### config.mk
export PLATFORM = sky130hd
export DESIGN_NAME = vid_in_select
export DESIGN_NICKNAME = d
export VERILOG_FILES = /design/src/verilog/vid_in_select.v
export VERILOG_INCLUDE_DIRS = /design/src /design/src/verilog
export SDC_FILE = /design/constraint.sdc
export NUM_CORES = 1
export LEC_CHECK = 0
export BUFFER_PORTS_ARGS = -buffer_cell sky130_fd_sc_hd__buf_4
export CAP_MARGIN = 10
export CORE_AREA = 2 2 116 118
export DETAILED_ROUTE_END_ITERATION = 12
export DIE_AREA = 0 0 118 120
export MAX_ROUTING_LAYER = met4
export PLACE_DENSITY = 0.84
export SYNTH_ARGS = -nofsm -noshare
export SYNTH_HDL_FRONTEND = slang
export SYNTH_SLANG_ARGS = --single-unit
### constraint.sdc
create_clock -name CLK -period 5.3 [get_ports CLK]
set_input_delay 0.265 -clock CLK [delete_from_list [all_inputs] [get_ports CLK]]
set_output_delay 0.265 -clock CLK [all_outputs]
set_load 0.02 [all_outputs]
### src/verilog/vid_in_select_defines.vh
// Register map, field positions, reset values and timing constants of the video input select block.
`ifndef VID_IN_SELECT_DEFINES_VH
`define VID_IN_SELECT_DEFINES_VH
`define A_CTRL 5'h00
`define A_LAST_DATA 5'h04
`define A_STATUS 5'h08
`define A_IRQ_STATUS 5'h0c
`define A_IRQ_MASK 5'h10
`define A_TREAT 5'h14
`define RATE_AUTO 2'h0
`define RATE_525 2'h1
`define RATE_625 2'h2
`define CTRL_RATE_LO 0
`define CTRL_FLY 2
`define CTRL_SRC_VID 3
`define CTRL_REP_VID 4
`define CTRL_REP_REF 5
`define CTRL_RESET 6'h30
`define LAST_625_LO 8
`define LAST_RESET 11'h000
`define TREAT_RESET 12'h000
`define TR_BLANK 2'h1
`define TR_NOTCH 2'h2
`define TR_PASS 2'h0
`define TR_PICTURE 2'h3
`define IRQ_VID_LOSS 0
`define IRQ_REF_LOSS 1
`define IRQ_RATE_CHG 2
`define IRQ_FLY_DONE 3
`define FLY_TIME_S 9
`define MUTE_TIME_US 1000
`define CLK_MHZ 50
`define FLY_CYCLES (`FLY_TIME_S * 50000000)
`define MUTE_CYCLES (`MUTE_TIME_US * `CLK_MHZ)
`define L525_F1_FIRST 10'd21
`define L525_F1_LAST 10'd24
`define L525_F2_FIRST 10'd284
`define L525_F2_LAST 10'd287
`define L625_F1_FIRST 10'd24
`define L625_F1_LAST 10'd28
`define L625_F2_FIRST 10'd337
`define L625_F2_LAST 10'd341
`define V525_F1_FIRST 10'd10
`define V525_F2_FIRST 10'd273
`define V625_F1_FIRST 10'd6
`define V625_F2_FIRST 10'd319
`endif

### src/verilog/vid_in_select.v
// Video input select: line rate, signal presence, flywheel, output timing and data line reservation.
//
// The register offsets and the AHB-Lite slave port were chosen for this implementation.
`timescale 1ns/1ps
`default_nettype none
`include "vid_in_select_defines.vh"

// Operation
// - Rate fixed 525, 625 or auto; detected rate reported.
// - Disabled loss reports hidden upstream, still shown locally.
// - Video format always reads composite, read-only.
// - Flywheel timing on/off completes after nine seconds.
// - Status shows frame sync or delay mode.
// - Output timing source: frame reference or video input.
// - Delay mode mutes audio on input switch.
// - Last data line setting reserves lines up to it.
// - 525: lines 21-24 and 284-287 eligible.
// - 625: lines 24-28 and 337-341 eligible.
// - Unreserved eligible lines stay ordinary picture lines.
// - Frame reference presence detected and reported.
// - Each VBI or data line blanked, notched or passed.
module vid_in_select #(
	parameter [31:0] FLY_CYCLES = `FLY_CYCLES,
	parameter [31:0] MUTE_CYCLES = `MUTE_CYCLES
) (
	// Clock, reset and enable.
	input wire CLK,
	input wire RST_B,
	input wire CE,
	// AHB-Lite slave.
	input wire HSEL,
	input wire [31:0] HADDR,
	input wire [1:0] HTRANS,
	input wire HWRITE,
	input wire [2:0] HSIZE,
	input wire [31:0] HWDATA,
	input wire HREADY,
	output wire HREADYOUT,
	output wire HRESP,
	output reg [31:0] HRDATA,
	// Pins from the video decoder front end and the frame reference.
	input wire VID_PRESENT,
	input wire REF_PRESENT,
	input wire VID_DET_625,
	// Video line position and input switching, same clock.
	input wire [9:0] LINE_NUM,
	input wire INPUT_SWITCH,
	// Control and status outputs.
	output reg RATE_625,
	output reg FLYWHEEL_ON,
	output reg FRAME_SYNC_MODE,
	output reg AUDIO_MUTE,
	output reg VID_LOS_REPORT,
	output reg REF_LOS_REPORT,
	output reg LINE_IS_DATA,
	output reg [1:0] LINE_TREAT,
	output wire IRQ
);

	// Index 1..5 of an eligible data line within its field, 0 when not eligible.
	// The offset from the first eligible line is at most four, so only its low three bits are kept.
	function [2:0] data_index;
		input [9:0] ln;
		input is625;
		reg [9:0] off;
		begin
			data_index = 3'h0;
			off = 10'h000;
			if (!is625) begin
				if (ln >= `L525_F1_FIRST && ln <= `L525_F1_LAST) begin
					off = ln - `L525_F1_FIRST;
					data_index = off[2:0] + 3'h1;
				end else if (ln >= `L525_F2_FIRST && ln <= `L525_F2_LAST) begin
					off = ln - `L525_F2_FIRST;
					data_index = off[2:0] + 3'h1;
				end
			end else begin
				if (ln >= `L625_F1_FIRST && ln <= `L625_F1_LAST) begin
					off = ln - `L625_F1_FIRST;
					data_index = off[2:0] + 3'h1;
				end else if (ln >= `L625_F2_FIRST && ln <= `L625_F2_LAST) begin
					off = ln - `L625_F2_FIRST;
					data_index = off[2:0] + 3'h1;
				end
			end
		end
	endfunction

	// True for the blanking interval lines ahead of the eligible data lines.
	function is_vbi;
		input [9:0] ln;
		input is625;
		begin
			if (!is625)
				is_vbi = (ln >= `V525_F1_FIRST && ln < `L525_F1_FIRST) ||
					(ln >= `V525_F2_FIRST && ln < `L525_F2_FIRST);
			else
				is_vbi = (ln >= `V625_F1_FIRST && ln < `L625_F1_FIRST) ||
					(ln >= `V625_F2_FIRST && ln < `L625_F2_FIRST);
		end
	endfunction

	// Pin synchronisers: three stages, a change counts once stages two and three agree.
	wire [2:0] pin_in = {VID_DET_625, REF_PRESENT, VID_PRESENT};
	reg [2:0] s1_r, s2_r, s3_r, pin_r;
	// Presence pins start as present, so no loss is reported before the first real sample.
	// A pin that is really absent then shows up as a loss once it has passed the synchroniser.
	localparam [2:0] PIN_RST = 3'b011;
	genvar g;
	generate
		for (g = 0; g < 3; g = g + 1) begin : g_sync
			always @(posedge CLK or negedge RST_B) begin
				if (!RST_B) begin
					s1_r[g] <= PIN_RST[g];
					s2_r[g] <= PIN_RST[g];
					s3_r[g] <= PIN_RST[g];
					pin_r[g] <= PIN_RST[g];
				end else if (CE) begin
					s1_r[g] <= pin_in[g];
					s2_r[g] <= s1_r[g];
					s3_r[g] <= s2_r[g];
					if (s2_r[g] == s3_r[g])
						pin_r[g] <= s3_r[g];
				end
			end
		end
	endgenerate
	wire vid_ok = pin_r[0];
	wire ref_ok = pin_r[1];
	wire det625 = pin_r[2];

	// Software registers.
	reg [5:0] ctrl_r;
	reg [10:0] last_r;
	reg [11:0] treat_r;
	reg [3:0] irq_st_r, irq_st_nxt;
	reg [3:0] irq_mask_r;
	reg [2:0] prev_r;
	reg [31:0] rd_nxt;

	// Bus data phase bookkeeping.
	// A write is taken in its address phase and lands at the end of its data phase, when the data stand.
	reg wr_pend_r;
	reg [4:0] wr_addr_r;
	// Wait states come only from a low clock enable, which also freezes every register.
	wire addr_ok = HSEL && HTRANS[1] && HREADY && CE;
	assign HREADYOUT = CE;
	assign HRESP = 1'b0;

	// Flywheel and mute sequencing.
	reg fly_busy_r;
	reg [31:0] fly_cnt_r;
	reg [31:0] mute_cnt_r;

	// Auto follows the synchronised detector; the spare rate code behaves as 525.
	wire [1:0] rate_sel = ctrl_r[`CTRL_RATE_LO+1:`CTRL_RATE_LO];
	wire rate_eff = (rate_sel == `RATE_AUTO) ? det625 : (rate_sel == `RATE_625);
	wire src_vid = ctrl_r[`CTRL_SRC_VID];
	wire [2:0] last_sel = rate_eff ? last_r[`LAST_625_LO+2:`LAST_625_LO] : last_r[2:0];
	wire [2:0] idx = data_index(LINE_NUM, rate_eff);
	wire reserved = (idx != 3'h0) && (idx <= last_sel);
	// Slot k sits in bits 2k-1 and 2k-2, so the shifted word carries it in its lowest two bits.
	wire [3:0] tsh = {idx - 3'h1, 1'b0};
	wire [11:0] treat_sh = treat_r >> tsh;
	wire [1:0] treat_slot = treat_sh[1:0];
	wire fly_done = fly_busy_r && (fly_cnt_r == FLY_CYCLES - 32'h1);
	wire vid_lost = prev_r[0] & ~vid_ok;
	wire ref_lost = prev_r[1] & ~ref_ok;
	wire rate_chg = det625 != prev_r[2];
	wire [3:0] events = {fly_done, rate_chg, ref_lost, vid_lost};
	// Writes above the largest index are clamped to the last eligible line of each rate.
	wire [2:0] last525_clamp = (HWDATA[2:0] > 3'h4) ? 3'h4 : HWDATA[2:0];
	wire [2:0] last625_clamp = (HWDATA[10:8] > 3'h5) ? 3'h5 : HWDATA[10:8];

	wire [31:0] status_w = {24'h0, AUDIO_MUTE, fly_busy_r, FLYWHEEL_ON, ~src_vid,
		ref_ok, vid_ok, 1'b1, det625};

	// Read data are chosen in the address phase; unmapped addresses read zero.
	always @* begin
		rd_nxt = 32'h0;
		if (HADDR[31:5] == 27'h0) begin
			case (HADDR[4:0])
			`A_CTRL: rd_nxt = {26'h0, ctrl_r};
			`A_LAST_DATA: rd_nxt = {21'h0, last_r};
			`A_STATUS: rd_nxt = status_w;
			`A_IRQ_STATUS: rd_nxt = {28'h0, irq_st_r};
			`A_IRQ_MASK: rd_nxt = {28'h0, irq_mask_r};
			`A_TREAT: rd_nxt = {20'h0, treat_r};
			default: rd_nxt = 32'h0;
			endcase
		end
	end

	// An event in the cycle of its clear wins, so no event is ever lost.
	always @* begin
		irq_st_nxt = irq_st_r;
		if (wr_pend_r && wr_addr_r == `A_IRQ_STATUS)
			irq_st_nxt = irq_st_nxt & ~HWDATA[3:0];
		irq_st_nxt = irq_st_nxt | events;
	end

	assign IRQ = |(irq_st_r & irq_mask_r);

	always @(posedge CLK or negedge RST_B) begin
		if (!RST_B) begin
			ctrl_r <= `CTRL_RESET;
			last_r <= `LAST_RESET;
			treat_r <= `TREAT_RESET;
			irq_st_r <= 4'h0;
			irq_mask_r <= 4'h0;
			prev_r <= 3'h0;
			wr_pend_r <= 1'b0;
			wr_addr_r <= 5'h00;
			HRDATA <= 32'h0;
		end else if (CE) begin
			prev_r <= {det625, ref_ok, vid_ok};
			irq_st_r <= irq_st_nxt;
			wr_pend_r <= addr_ok && HWRITE;
			wr_addr_r <= HADDR[4:0];
			if (addr_ok && !HWRITE)
				HRDATA <= rd_nxt;
			if (addr_ok && HWRITE && HADDR[31:5] != 27'h0)
				wr_pend_r <= 1'b0;
			if (wr_pend_r) begin
				case (wr_addr_r)
				`A_CTRL: ctrl_r <= HWDATA[5:0];
				`A_LAST_DATA: last_r <= {last625_clamp, 5'h0, last525_clamp};
				`A_IRQ_MASK: irq_mask_r <= HWDATA[3:0];
				`A_TREAT: treat_r <= HWDATA[11:0];
				default: ;
				endcase
			end
		end
	end

	// Flywheel: a change of the request starts the settling count, a change back cancels it; the new state lands at its end.
	always @(posedge CLK or negedge RST_B) begin
		if (!RST_B) begin
			FLYWHEEL_ON <= 1'b0;
			fly_busy_r <= 1'b0;
			fly_cnt_r <= 32'h0;
		end else if (CE) begin
			if (ctrl_r[`CTRL_FLY] != FLYWHEEL_ON && !fly_busy_r) begin
				fly_busy_r <= 1'b1;
				fly_cnt_r <= 32'h0;
			end else if (fly_busy_r) begin
				if (ctrl_r[`CTRL_FLY] == FLYWHEEL_ON) begin
					fly_busy_r <= 1'b0;
				end else if (fly_done) begin
					FLYWHEEL_ON <= ctrl_r[`CTRL_FLY];
					fly_busy_r <= 1'b0;
				end else begin
					fly_cnt_r <= fly_cnt_r + 32'h1;
				end
			end
		end
	end

	// Outputs: rate, mode, reports, audio mute and per-line treatment.
	always @(posedge CLK or negedge RST_B) begin
		if (!RST_B) begin
			RATE_625 <= 1'b0;
			FRAME_SYNC_MODE <= 1'b1;
			AUDIO_MUTE <= 1'b0;
			mute_cnt_r <= 32'h0;
			VID_LOS_REPORT <= 1'b0;
			REF_LOS_REPORT <= 1'b0;
			LINE_IS_DATA <= 1'b0;
			LINE_TREAT <= `TR_PICTURE;
		end else if (CE) begin
			RATE_625 <= rate_eff;
			FRAME_SYNC_MODE <= ~src_vid;
			VID_LOS_REPORT <= ctrl_r[`CTRL_REP_VID] & ~vid_ok;
			REF_LOS_REPORT <= ctrl_r[`CTRL_REP_REF] & ~ref_ok;
			// A new switch while muted restarts the mute span.
			if (INPUT_SWITCH && src_vid) begin
				AUDIO_MUTE <= 1'b1;
				mute_cnt_r <= MUTE_CYCLES - 32'h1;
			end else if (mute_cnt_r != 32'h0) begin
				mute_cnt_r <= mute_cnt_r - 32'h1;
			end else begin
				AUDIO_MUTE <= 1'b0;
			end
			// A reserved line takes its own slot, a blanking line the shared slot, all else stays picture.
			LINE_IS_DATA <= reserved;
			if (reserved)
				LINE_TREAT <= treat_slot;
			else if (is_vbi(LINE_NUM, rate_eff))
				LINE_TREAT <= treat_r[11:10];
			else
				LINE_TREAT <= `TR_PICTURE;
		end
	end

endmodule // vid_in_select
`default_nettype wire

After elaboration in Yosys (flattened, before gate mapping)

Index checks and enable logic that the tools add are counted.
W data, S select, Z words.

Word-level logic and storage cells: 171
Output and inout port bits: 44
Flip-flop bits (word level): 159

Muxes and demuxes: 30
Magnitude comparators: 19
Bitwise logic cells: 13
Shifts and indexed selects: 1
Reduce and logical (&&, ||, !) cells: 45
$add $sub $neg: 11
Equal/unequal tests: 20

Operators with widths:

| cell                    | number |
|---|---|
| $mux W32                | 6 |
| $pmux W12 S6            | 1 |
| $ge A10 B9 Y1 const B   | 4 |
| $add A32 B1 Y32 const B | 1 |
| $eq A32 B29 Y1 const B  | 1 |
| $reduce_bool A32 Y1     | 1 |
| $sub A32 B1 Y32 const B | 1 |
| $logic_not A27 Y1       | 1 |
| $reduce_bool A27 Y1     | 1 |
| $mux W3                 | 8 |
| $eq A5 B5 Y1 const B    | 4 |
| $ge A10 B5 Y1 const B   | 2 |
| $le A10 B5 Y1 const B   | 2 |
| $le A10 B9 Y1 const B   | 2 |
| $lt A10 B5 Y1 const B   | 2 |
| $lt A10 B9 Y1 const B   | 2 |
| $logic_and A1 B1 Y1     | 19 |
| $eq A5 B4 Y1 const B    | 3 |
| $add A3 B1 Y3 const B   | 4 |
| $mux W12                | 1 |
| $reduce_and A2 Y1       | 6 |
| $reduce_and A3 Y1       | 4 |
| $shr A12 B4 Y2          | 1 |
| $mux W1                 | 11 |
| 28 further kinds        | 51 |

Logic depth before layout (Yosys ltp)

Gate-level depths: netlist of the first run.

Depth in word-level cells: 11
Mapped depth: 15

Worst setup path before layout of the first run

Ideal clock, no wire load.

Kind: input to register
Start point: in LINE_NUM[1]
End point: reg LINE_TREAT[0]
Data arrival time: 2.664 ns
Setup time: 0.089 ns
Setup slack: 2.547 ns
Data required time: 5.211 ns
Cell stages on the path: 13
Path through: inv_1 -> ha_1 -> xnor2_1 -> o2111ai_1 -> a211oi_1 -> o21bai_1 -> a22oi_1 -> ha_1 -> ha_1 -> nor2b_1 -> a221oi_1 -> mux2_2 -> a211oi_1

Cells in the longest elaborated chain, start to end: 8

Ends and longest elaborated chain:

| item                                            | RTL line                                | RTL |
|---|---|---|
| start, declared                                 | vid_in_select.v:46                      | `input wire [9:0] LINE_NUM,` |
| $sub A3 B3 Y3 (no line) (tied with other cells) | --                                      |  |
| $add A3 B1 Y3 (tied with other cells)           | vid_in_select.v:75                      | `data_index = off[2:0] + 3'h1;` |
| $mux W3 (tied with other cells)                 | vid_in_select.v:73                      | `` end else if (ln >= `L525_F2_FIRST && ln <= `L525_F2_LAST) begin `` |
| $mux W3 (tied with other cells)                 | vid_in_select.v:70                      | `` if (ln >= `L525_F1_FIRST && ln <= `L525_F1_LAST) begin `` |
| $mux W3 / $mux W1 (equally long branches)       | vid_in_select.v:69, vid_in_select.v:286 |  |
| $sub A3 B1 Y3 (tied with other cells)           | vid_in_select.v:163                     | `wire [3:0] tsh = {idx - 3'h1, 1'b0};` |
| $shr A12 B4 Y2 (tied with other cells)          | vid_in_select.v:164                     | `wire [11:0] treat_sh = treat_r >> tsh;` |
| $mux W2 *                                       | vid_in_select.v:286                     | `if (reserved)` |
| end signal, assigned                            | vid_in_select.v:287                     | `LINE_TREAT <= treat_slot;` |
| end signal, assigned                            | vid_in_select.v:289                     | `LINE_TREAT <= treat_r[11:10];` |
| end signal, assigned                            | vid_in_select.v:291                     | `` LINE_TREAT <= `TR_PICTURE; `` |
| end, declared                                   | vid_in_select.v:56                      | `output reg [1:0] LINE_TREAT,` |

Every way passes the cells marked *; elsewhere a longest branch is shown, timed or not. The select of a mux whose other input is x is not followed.
A chain may end at the register's enable or synchronous reset.

Final worst setup path of the first run

Start point: reg pin_r[2] (netlist: det625)
End point: reg LINE_TREAT[1]

Cells in the longest elaborated chain, start to end: 6

Ends and longest elaborated chain:

| item                                                                  | RTL line            | RTL |
|---|---|---|
| start, declared                                                       | vid_in_select.v:105 | `reg [2:0] s1_r, s2_r, s3_r, pin_r;` |
| start signal, assigned by index                                       | vid_in_select.v:117 | `pin_r[g] <= PIN_RST[g];` |
| start signal, assigned by index                                       | vid_in_select.v:123 | `pin_r[g] <= s3_r[g];` |
| $mux W1 *                                                             | vid_in_select.v:157 | `` wire rate_eff = (rate_sel == `RATE_AUTO) ? det625 : (rate_sel == `RATE_625); `` |
| parallel branches: the longest is 4 deep, another holds $sub A3 B1 Y3 | --                  |  |
| $mux W2 *                                                             | vid_in_select.v:286 |  |
| end signal, assigned                                                  | vid_in_select.v:269 | `` LINE_TREAT <= `TR_PICTURE; `` |
| end signal, assigned                                                  | vid_in_select.v:287 |  |
| end signal, assigned                                                  | vid_in_select.v:289 |  |

Mark *: on every way between the ends. The select of a mux whose other input is x is not followed.

==> flow_summary_export.csv, run 1 <==
group,metric,value,unit
hold_path,hp-class,"in2reg",
clocking,cts_made_buffers,17,
synthesis,synth_cell_types,75,
critical_path,worstPathMaxFanout,7,
synthesis,synth_most_common_cell,"dfrtp_1",
floorplan,core_area,13000,µm²
final_layout,antenna_cells,0,
flow_run,drv_cap,0,
final_layout,fin_util,0.690,
routing,drtAntennaViolNets,0,
floorplan,ios,133,
timing,rsz0062_at_grt,"false",
timing,fin_crit,3.30,ns
routing,via_per_inst,5.94,
placement,dpl-instance-area,8350,µm²
hold_path,hold-path-cell-count,2,
synthesis,syn-instance-count,770,
floorplan,dieArea,14200,µm²
run_status,outcome,"complete, no violations",
synthesis,avgSynthCellArea,9.96,µm²
timing,hold_violations,0,
clocking,clock_sinks,139,
global_route,grt_remaining_overflow,0,
final_layout,n_fill_cell,1009,
clocking,clock_latency,0.43,ns
critical_path,start_kind,"flip-flop",
global_route,grt_use_total,0.267,
critical_path,arrival,3.63,ns
global_route,grt_first_pass_wirelength,29300,µm
final_layout,drive_gt1_frac,0.237,
final_layout,area_delta_synth_final,16.9,%
clocking,htree_levels,4,
final_layout,fin_nets,946,
global_route,grt_pass1_vias,6005,
routing,first_pass_iters,7,
critical_path,crit_required,5.63,ns
clocking,clk_pin_slew,0.06,ns
floorplan,initial_core_util,0.591,
synthesis,async_flop_share,1.00,
synthesis,yosys-top-cells-area,"dfrtp_1, mux2_2, dfstp_2",
clocking,cts-root-buf,"clkbuf_16",
routing,drcViolationCount,0,
pwr,power.leakage,3.95,nW
synthesis,synth_area,7670,µm²
routing,wl_per_cell,16.9,µm
global_route,grt_max_degree,80,
critical_path,r2r.worst_path.cells,10,
synthesis,synth_top_cell_by_area,"dfrtp_1",
global_route,antenna_found_initial,0,
final_layout,final_area,8960,µm²
timing,finalSetupViolations,0,
synthesis,ys_seq_area_frac,0.456,
synthesis,synth_top_area_frac,0.411,
timing,finalSetupTns,0,ns
synthesis,synth_ff_type,"dfrtp_1",
routing,wl,17500,µm
timing,fin_skew,0.0124,ns
synthesis,yosysWarnings,0,
routing,drt_iter0_drc,406,
critical_path,path_class,"reg2reg",
floorplan,die_height,120,µm
floorplan,rows,42,
synthesis,ys_ff_latch,139,
clocking,cts_max_path_buffers,2,
floorplan,die_x,118,µm
synthesis,synthTopCellsByCount,"dfrtp_1, nor2_1, nand2_1",
timing,drv_slew,0,
placement,place.gp.congestion,0.889,
timing,max_slew.worst_pin.slew,0.901,ns
clocking,cts_tree,"built",
clocking,cts_setup_buffers,0,
placement,io_buffers,87,
synthesis,synth-edff-count,0,
pwr,powerDensity,355,nW/µm²
timing,max_freq,0.303,GHz
timing,finalCritPeriodShare,0.622,
placement,dp_hpwl,11700,µm
pwr,vdd_drop_max,0.000274,V
critical_path,endpoint_kind,"flip-flop",
timing,slew-limit-headroom,0.399,
routing,vias,6159,
## placed cells by master (no fill, tap or decap), drive strengths merged, types with 5 or more instances in the layout
cell type | netlist | routed
dfrtp | 126 | 126
buf | 30 | 89
nor2 | 70 | 70
nand2 | 65 | 65
o21ai | 49 | 49
mux2 | 45 | 45
xnor2 | 33 | 33
inv | 27 | 28
nand3 | 27 | 27
nor3 | 24 | 24
nor4 | 24 | 24
a21oi | 22 | 22
conb | 1 | 21
xor2 | 19 | 19
clkbuf | 22 | 19
dfstp | 13 | 13
nand3b | 13 | 13
nand4 | 13 | 13
and3 | 12 | 12
a22o | 11 | 11
ha | 10 | 10
mux2i | 9 | 9
nor2b | 9 | 9
or3 | 9 | 9
nand4b | 8 | 8
or4 | 8 | 8
a22oi | 7 | 7
nor3b | 7 | 7
clkinv | 0 | 7
a211oi | 5 | 5
nand2b | 5 | 5
## metrics by stage
step / total power [mW] / hold slack (ns) / instances / worst slack, ns
after floorplan: 1.79 / -0.0306 / 790 / 2.55
after global placement: 1.94 / 0.341 / 1003 / 2.08
after detailed placement: 1.98 / 0.343 / 1003 / 2.05
after CTS: 3.19 / 0.0613 / 1036 / 2.08
after global routing: 3.32 / 0.0682 / 1036 / 1.75
final: 3.18 / 0.0691 / 1036 / 2.00
## area by class of cell
| type | instances | area, µm² | area share |
|---|---|---|---|
| multi-input combinational | 572 | 3860 | 0.431 |
| sequential | 139 | 3490 | 0.390 |
| timing repair buffer | 90 | 682 | 0.0761 |
| clock buffer | 19 | 453 | 0.0506 |
| tap | 176 | 220 | 0.0246 |
| clock inverter | 13 | 148 | 0.0165 |
| inverter | 27 | 101 | 0.0113 |
## state kept, by name (all words and copies together), names as in the netlist, 2 cells and up
signal and flops:
mute_cnt_r 32, prev_r 3, fly_cnt_r 32, s1_r 3
HRDATA 12, ctrl_r 6, last_r 6, s3_r 3
LINE_TREAT 2, irq_st_r 4, treat_r 12, irq_mask_r 4
wr_addr_r 5, s2_r 3
## timing repair
item | 4_1_cts | 5_1_grt
hold endpoints to repair | 68 | 0
hold buffers | 1 | 0
gates resized for setup | 0 | 0
## per-layer routing
layer | up-vias | global-route usage | part of all wire
met2 | 210 | 0.428 | 0.49
met4 | 0 | 0.0873 | 0.021
li1 | 2869 | - | -
met1 | 3046 | 0.341 | 0.44
met3 | 34 | 0.0594 | 0.051
met5 | - | - | 0
## report_power, final
| part | internal, mW | switching, mW | total, mW |
|---|---|---|---|
| Combinational | 0.268 | 0.354 | 0.622 |
| Sequential | 1.21 | 0.142 | 1.35 |
| Clock | 0.758 | 0.447 | 1.21 |
## final timing paths
| check | start | end | slack (ns) |
|---|---|---|---|
| max | det625 | LINE_TREAT[1] | 2.00 |
| max in group asynchronous | RST_B | mute_cnt_r[27] | 3.61 |
| min in group asynchronous | RST_B | wr_addr_r[3] | 0.43 |
| max reg2reg | det625 | LINE_TREAT[1] | 2.00 |
| min | REF_PRESENT | s1_r[1] | 0.07 |
| min reg2reg | s3_r[1] | s3_r[1] | 0.49 |
## critical path, stage by stage, from the launching register on
cell,delay [ns]
dfrtp_1,0.50
o21bai_1,0.54
nand4b_1,0.21
o21ai_0,0.19
o22ai_1,0.19
ha_1,0.26
ha_1,0.36
nor2b_1,0.29
a22oi_1,0.14
mux2_2,0.28
a211oi_1,0.23
## kinds of logic after synthesis
| logic type | Yosys count | share of synthesized area |
|---|---|---|
| AOI/OAI and AO/OA | 119 | 0.101 |
| xor gates and xnor gates | 52 | 0.0594 |
| adders and majority gates | 10 | 0.0163 |
| buffers and inverters | 79 | 0.0503 |
| DFF | 139 | 0.456 |
| muxes | 57 | 0.0867 |
| other | 1 | 0.000489 |
| and+or+nand+nor | 313 | 0.230 |
Note: power is estimated with default switching activity, not from simulation.
==> run 2, diff against run 1 <==
--- a/config.mk
+++ b/config.mk
@@ -8,11 +8,11 @@
 export LEC_CHECK = 0
 export BUFFER_PORTS_ARGS = -buffer_cell sky130_fd_sc_hd__buf_4
 export CAP_MARGIN = 10
-export CORE_AREA = 2 2 116 118
+export CORE_AREA = 2 2 119 121
 export DETAILED_ROUTE_END_ITERATION = 12
-export DIE_AREA = 0 0 118 120
+export DIE_AREA = 0 0 121 123
 export MAX_ROUTING_LAYER = met4
-export PLACE_DENSITY = 0.84
+export PLACE_DENSITY = 0.8
 export SYNTH_ARGS = -nofsm -noshare
 export SYNTH_HDL_FRONTEND = slang
 export SYNTH_SLANG_ARGS = --single-unit
==> constraint.sdc (replaced) <==
create_clock -name CLK -period 3.1 [get_ports CLK]
set_input_delay 0.155 -clock CLK [delete_from_list [all_inputs] [get_ports CLK]]
set_output_delay 0.155 -clock CLK [all_outputs]
set_load 0.02 [all_outputs]
==> run 2 against run 1 <==
Final cell count is 3.0% higher. Non-clock buffer count is 27 higher. Fmax is 14% higher. Critical path depth is 1 higher. Design area is 2.6% higher. Total power is 71% higher. Critical endpoint unchanged. First-iteration DRC count is 31% higher. Clock skew is 0.0021 ns lower. Register-to-register slack worse by 1.8 ns. Sequential power is 70% higher. Die area is 5.1% higher. Flip-flop and latch count stayed put.
==> flow_summary_export.csv, run 2 (synthesized netlist as in run 1, its figures left out) <==
group,metric,value,unit
floorplan,ios,133,
pwr,total_power,5.43,mW
placement,io_buffers,87,
global_route,antenna_found_initial,0,
final_layout,stdcell_count,1067,
placement,dp.cells,1020,
timing,layout_setup_ws,0.204,ns
global_route,grt_pass1_vias,5909,
final_layout,final_area,9190,µm²
placement,preCtsSetupSlack,-0.0204,ns
final_layout,layout_common_cells,"dfrtp_1, buf_4, nor2_1, nand2_1, o21ai_0",
timing,max_freq,0.345,GHz
timing,finalSetupViolations,0,
floorplan,initial_core_util,0.563,
final_layout,fin_nets,973,
final_layout,final_common_cell,"dfrtp_1",
final_layout,area_delta_synth_final,19.9,%
routing,drcViolationCount,0,
global_route,grt_max_degree,88,
timing,hold_ws,0.00536,ns
clocking,clock_latency,0.42,ns
placement,dp_hpwl,11600,µm
timing,slew-limit-headroom,0.431,
floorplan,die_x,121,µm
timing,hold_violations,0,
clocking,htree_levels,4,
timing,fin_crit,2.90,ns
clocking,cts-root-buf,"clkbuf_16",
routing,drt_iter0_drc,530,
global_route,grt_remaining_overflow,0,
critical_path,crit_required,3.43,ns
final_layout,antenna_cells,0,
timing,rsz0062_at_grt,"false",
floorplan,die_height,123,µm
critical_path,r2r_slack,0.20,ns
critical_path,r2r.worst_path.cells,11,
critical_path,r2r_end,"LINE_TREAT[1]",
hold_path,hp-class,"in2reg",
timing,max_slew.worst_pin.slew,0.854,ns
global_route,grt_use_total,0.251,
run_status,outcome,"complete, no violations",
timing,finalSetupTns,0,ns
critical_path,crit_path_start,"ctrl_r[0]",
routing,wl,17200,µm
placement,dpl-instance-area,8460,µm²
flow_run,drv_cap,0,
clocking,cts_tree,"built",
critical_path,crit_end,"LINE_TREAT[1]",
timing,fin_skew,0.0103,ns
clocking,cts_setup_buffers,0,
routing,drtAntennaViolNets,0,
timing,drv_slew,0,
final_layout,fin_util,0.675,
hold_path,hold-path-cell-count,3,
final_layout,reg_top3,"fly_cnt_r x32, mute_cnt_r x32",
routing,first_pass_iters,5,
critical_path,rr_startpoint,"ctrl_r[0]",
global_route,grt_first_pass_wirelength,28900,µm
critical_path,path_class,"reg2reg",
floorplan,core_area,13600,µm²
routing,vias,6144,
critical_path,start_kind,"flip-flop",
timing,finalCritPeriodShare,0.934,
routing,via_per_inst,5.76,
clocking,clock_sinks,139,
pwr,vdd_drop_max,0.000434,V
floorplan,rows,43,
pwr,power.leakage,4.07,nW
routing,wl_per_cell,16.1,µm
clocking,cts_made_buffers,17,
clocking,cts_max_path_buffers,2,
floorplan,dieArea,14900,µm²
pwr,powerDensity,591,nW/µm²
critical_path,arrival,3.22,ns
critical_path,endpoint_kind,"flip-flop",
final_layout,drive_gt1_frac,0.238,
clocking,clk_pin_slew,0.06,ns
placement,place.gp.congestion,0.862,
critical_path,worstPathMaxFanout,7,
run 2: cell count changes in the layout (fill, tap and decap cells not counted), moves of 2 or more:
| cell | change |
|---|---|
| buf_4 | +12 |
| clkbuf_1 | +8 |
| clkbuf_8 | +2 |
| clkinv_2 | -5 |
| clkinvlp_4 | -2 |
| dlygate4sd3_1 | +14 |
run 2: timing repair:
item / CTS / global route
endpoints found under the setup margin: 0 / 2
hold endpoints to repair: 95 / 0
hold buffers: 15 / 0
resized for setup: 0 / 1
run 2: where the power goes:
group          internal, mW  switching, mW
combinational         0.515          0.622
clock                  1.27          0.723
sequential             2.07          0.229
total                  3.86           1.57
run 2: final cells by class:
cell class | instances | area [µm²]
Fill cell | 1022 | 4420
Clock inverter | 3 | 65.1
Multi-Input combinational cell | 572 | 3860
Clock buffer | 29 | 510
Inverter | 27 | 101
Timing Repair Buffer | 117 | 932
Sequential cell | 139 | 3490
Tap cell | 180 | 225
run 2: worst min path at each step:
| stage | end | startpoint |
|---|---|---|
| CTS | ctrl_r[0] | HWDATA[0] |
| global route | treat_r[3] | HWDATA[3] |
| detailed placement | wr_pend_r | RST_B |
| finish | wr_pend_r | HWRITE |
| floorplan | AUDIO_MUTE | RST_B |
| global placement | wr_pend_r | RST_B |
run 2: metal layers:
layer | vias to the layer above | GRT usage | share of wire
met5 | - | - | 0
met4 | 0 | 0.0952 | 0.019
met3 | 33 | 0.0443 | 0.048
met2 | 168 | 0.395 | 0.48
met1 | 3020 | 0.329 | 0.45
li1 | 2923 | - | -
run 2: worst max-delay path: stages (launching register included):
cell and delay (ns):
dfrtp_1 0.41, o21bai_1 0.16, buf_4 0.16, a211oi_1 0.28, o21bai_1 0.16, a22oi_1 0.13
ha_1 0.20, ha_1 0.39, nor2b_2 0.26, a22oi_1 0.12, mux2_2 0.27, a211oi_1 0.26
==> run 3, diff against run 2 <==
--- a/config.mk
+++ b/config.mk
@@ -8,11 +8,11 @@
 export LEC_CHECK = 0
 export BUFFER_PORTS_ARGS = -buffer_cell sky130_fd_sc_hd__buf_4
 export CAP_MARGIN = 10
-export CORE_AREA = 2 2 119 121
+export CORE_AREA = 2 2 116 118
 export DETAILED_ROUTE_END_ITERATION = 12
-export DIE_AREA = 0 0 121 123
+export DIE_AREA = 0 0 118 120
 export MAX_ROUTING_LAYER = met4
-export PLACE_DENSITY = 0.8
+export PLACE_DENSITY = 0.84
 export SYNTH_ARGS = -nofsm -noshare
 export SYNTH_HDL_FRONTEND = slang
 export SYNTH_SLANG_ARGS = --single-unit
==> constraint.sdc (replaced) <==
create_clock -name CLK -period 3.46 [get_ports CLK]
set_input_delay 0.173 -clock CLK [delete_from_list [all_inputs] [get_ports CLK]]
set_output_delay 0.173 -clock CLK [all_outputs]
set_load 0.02 [all_outputs]
==> run 3 against run 2 <==
First-iteration DRC count decreased by 14%. Clock power is 14% lower. Total power fell by 13%. Flip-flop and latch count is the same. Register-to-register slack improved by 0.27 ns. Non-clock buffer count decreased by 15. Combinational power fell by 15%. Clock skew is 0.0030 ns lower. Worst setup slack better by 0.27 ns. Global-route usage grew 1.8 points. Critical path type unchanged. Highest routed layer unchanged.
==> flow_summary_export.csv, run 3 (synthesized netlist as in run 1, its figures left out) <==
group,metric,value,unit
pwr,total_power,4.74,mW
critical_path,endpoint_kind,"flip-flop",
timing,fin_crit,2.99,ns
hold_path,hp-class,"in2reg",
routing,first_pass_iters,5,
clocking,cts_made_buffers,17,
floorplan,initial_core_util,0.591,
critical_path,r2r_slack,0.47,ns
critical_path,crit_path_start,"det625",
global_route,globalRoute.busiestLayer,"met2",
clocking,cts_setup_buffers,0,
pwr,powerDensity,526,nW/µm²
flow_run,drv_cap,0,
clocking,htree_levels,4,
timing,fin_skew,0.00728,ns
timing,max_slew.worst_pin.slew,0.861,ns
clocking,cts_tree,"built",
clocking,cts_resized,0,
placement,place.gp.congestion,0.896,
routing,drtAntennaViolNets,0,
pwr,switching_share,0.304,
global_route,grt.met2_usage,0.436,
timing,hold_violations,0,
pwr,comb_power_share,0.204,
timing,rsz0062_at_grt,"false",
critical_path,worstPathMaxFanout,7,
routing,drcViolationCount,0,
run_status,outcome,"complete, no violations",
pwr,cellInternalPower,3.30,mW
critical_path,start_kind,"flip-flop",
global_route,grt_first_pass_wirelength,29900,µm
global_route,grt_remaining_overflow,0,
global_route,grt_util_met1,0.340,
critical_path,crit_end,"LINE_TREAT[1]",
clocking,clock_sinks,139,
pwr,vdd_drop_max,0.000370,V
critical_path,r2r_end,"LINE_TREAT[1]",
floorplan,rows,42,
clocking,clk_pin_slew,0.06,ns
global_route,use_met3,0.0532,
pwr,pwr-share-clk,0.360,
timing,finalCritPeriodShare,0.864,
routing,wl_per_cell,16.5,µm
critical_path,path_class,"reg2reg",
global_route,antenna_found_initial,0,
critical_path,rr_startpoint,"det625",
floorplan,die_height,120,µm
placement,io_buffers,87,
timing,finalSetupViolations,0,
global_route,grt_use_total,0.270,
floorplan,core_area,13000,µm²
timing,slew-limit-headroom,0.426,
routing,wl,17300,µm
global_route,grt_max_degree,90,
placement,dp_hpwl,11600,µm
final_layout,antenna_cells,0,
timing,drv_slew,0,
clocking,cts-root-buf,"clkbuf_16",
critical_path,arrival,3.32,ns
clocking,holdBufCountCts,10,
final_layout,area_delta_synth_final,17.7,%
clocking,clock_latency,0.42,ns
final_layout,final_common_cell,"dfrtp_1",
floorplan,dieArea,14200,µm²
timing,max_freq,0.335,GHz
timing,finalSetupTns,0,ns
floorplan,die_x,118,µm
routing,vias,6145,
routing,via_per_inst,5.87,
critical_path,crit_required,3.79,ns
global_route,grt_pass1_vias,6098,
final_layout,layout_common_cells,"dfrtp_1, buf_4, nor2_1, nand2_1, o21ai_0",
clocking,cts_max_path_buffers,2,
final_layout,reg_top3,"fly_cnt_r x32, mute_cnt_r x32",
routing,drt_iter0_drc,457,
floorplan,ios,133,
pwr,switchingPower,1.44,mW
final_layout,drive_gt1_frac,0.235,
final_layout,fin_nets,958,
pwr,power.leakage,3.96,nW
critical_path,r2r.worst_path.cells,10,
pwr,seq_power_share,0.436,
run 3: changes by cell type in the layout (fill, tap and decap cells not counted), moves of 2 or more:
cell,before,now
buf_4,100,91
clkinvlp_4,0,6
clkbuf_1,8,2
dlygate4sd3_1,15,10
clkbuf_8,4,2
run 3: through the flow:
step / instance area (µm²) / instances / hold WS (ns) / util / setup WS, ns
final: 9030 / 1047 / 0.0155 / 0.695 / 0.471
after global placement: 8370 / 1006 / 0.296 / 0.645 / 0.373
after floorplan: 7740 / 790 / -0.123 / - / 0.752
after CTS: 9030 / 1047 / 0.00431 / 0.695 / 0.466
after detailed placement: 8370 / 1006 / 0.298 / 0.645 / 0.276
after global routing: 9030 / 1047 / 0.0168 / 0.695 / 0.194
run 3: layer usage:
| metal | routed length [µm] | up-vias |
|---|---|---|
| met5 | 0 | - |
| met4 | 393 | 0 |
| met3 | 975 | 45 |
| met2 | 8460 | 217 |
| met1 | 7460 | 2987 |
| li1 | - | 2896 |
run 3: layout make-up:
class / instances / area, µm²
clock buffer: 21 / 460
sequential: 139 / 3490
timing repair buffer: 102 / 795
clock inverter: 10 / 93.8
multi-input combinational: 572 / 3860
inverter: 27 / 101
fill: 958 / 3950
tap: 176 / 220
run 3: worst max-delay path, stage by stage, from the launching register on:
cell and delay [ns]:
dfrtp_1 0.53, o21ba_2 0.29, nand4b_1 0.12, a21oi_1 0.21, o22ai_1 0.19, ha_1 0.25
ha_1 0.37, nor2b_1 0.30, a221oi_1 0.14, mux2_2 0.27, a211oi_1 0.23
run 3: how the worst min path moves through the flow:
stage / startpoint / end / cells after the start
finish: HWDATA[4] / ctrl_r[4] / 2
global route: HWDATA[4] / ctrl_r[4] / 2
floorplan: RST_B / AUDIO_MUTE / 0
global placement: RST_B / wr_addr_r[3] / 1
CTS: HWDATA[4] / ctrl_r[4] / 2
detailed placement: RST_B / wr_addr_r[3] / 1
run 3: power groups by stage:
| stage | Sequential (mW) | Combinational [mW] | Clock, mW |
|---|---|---|---|
| 4_1_cts | 2.07 | 0.967 | 1.73 |
| 2_1_floorplan | 2.06 | 0.688 | 0 |
| 6_report | 2.07 | 0.968 | 1.71 |
| 3_5_place_dp | 2.09 | 0.944 | 0 |
| 3_3_place_gp | 2.08 | 0.915 | 0 |
| 5_1_grt | 2.10 | 1.07 | 1.80 |
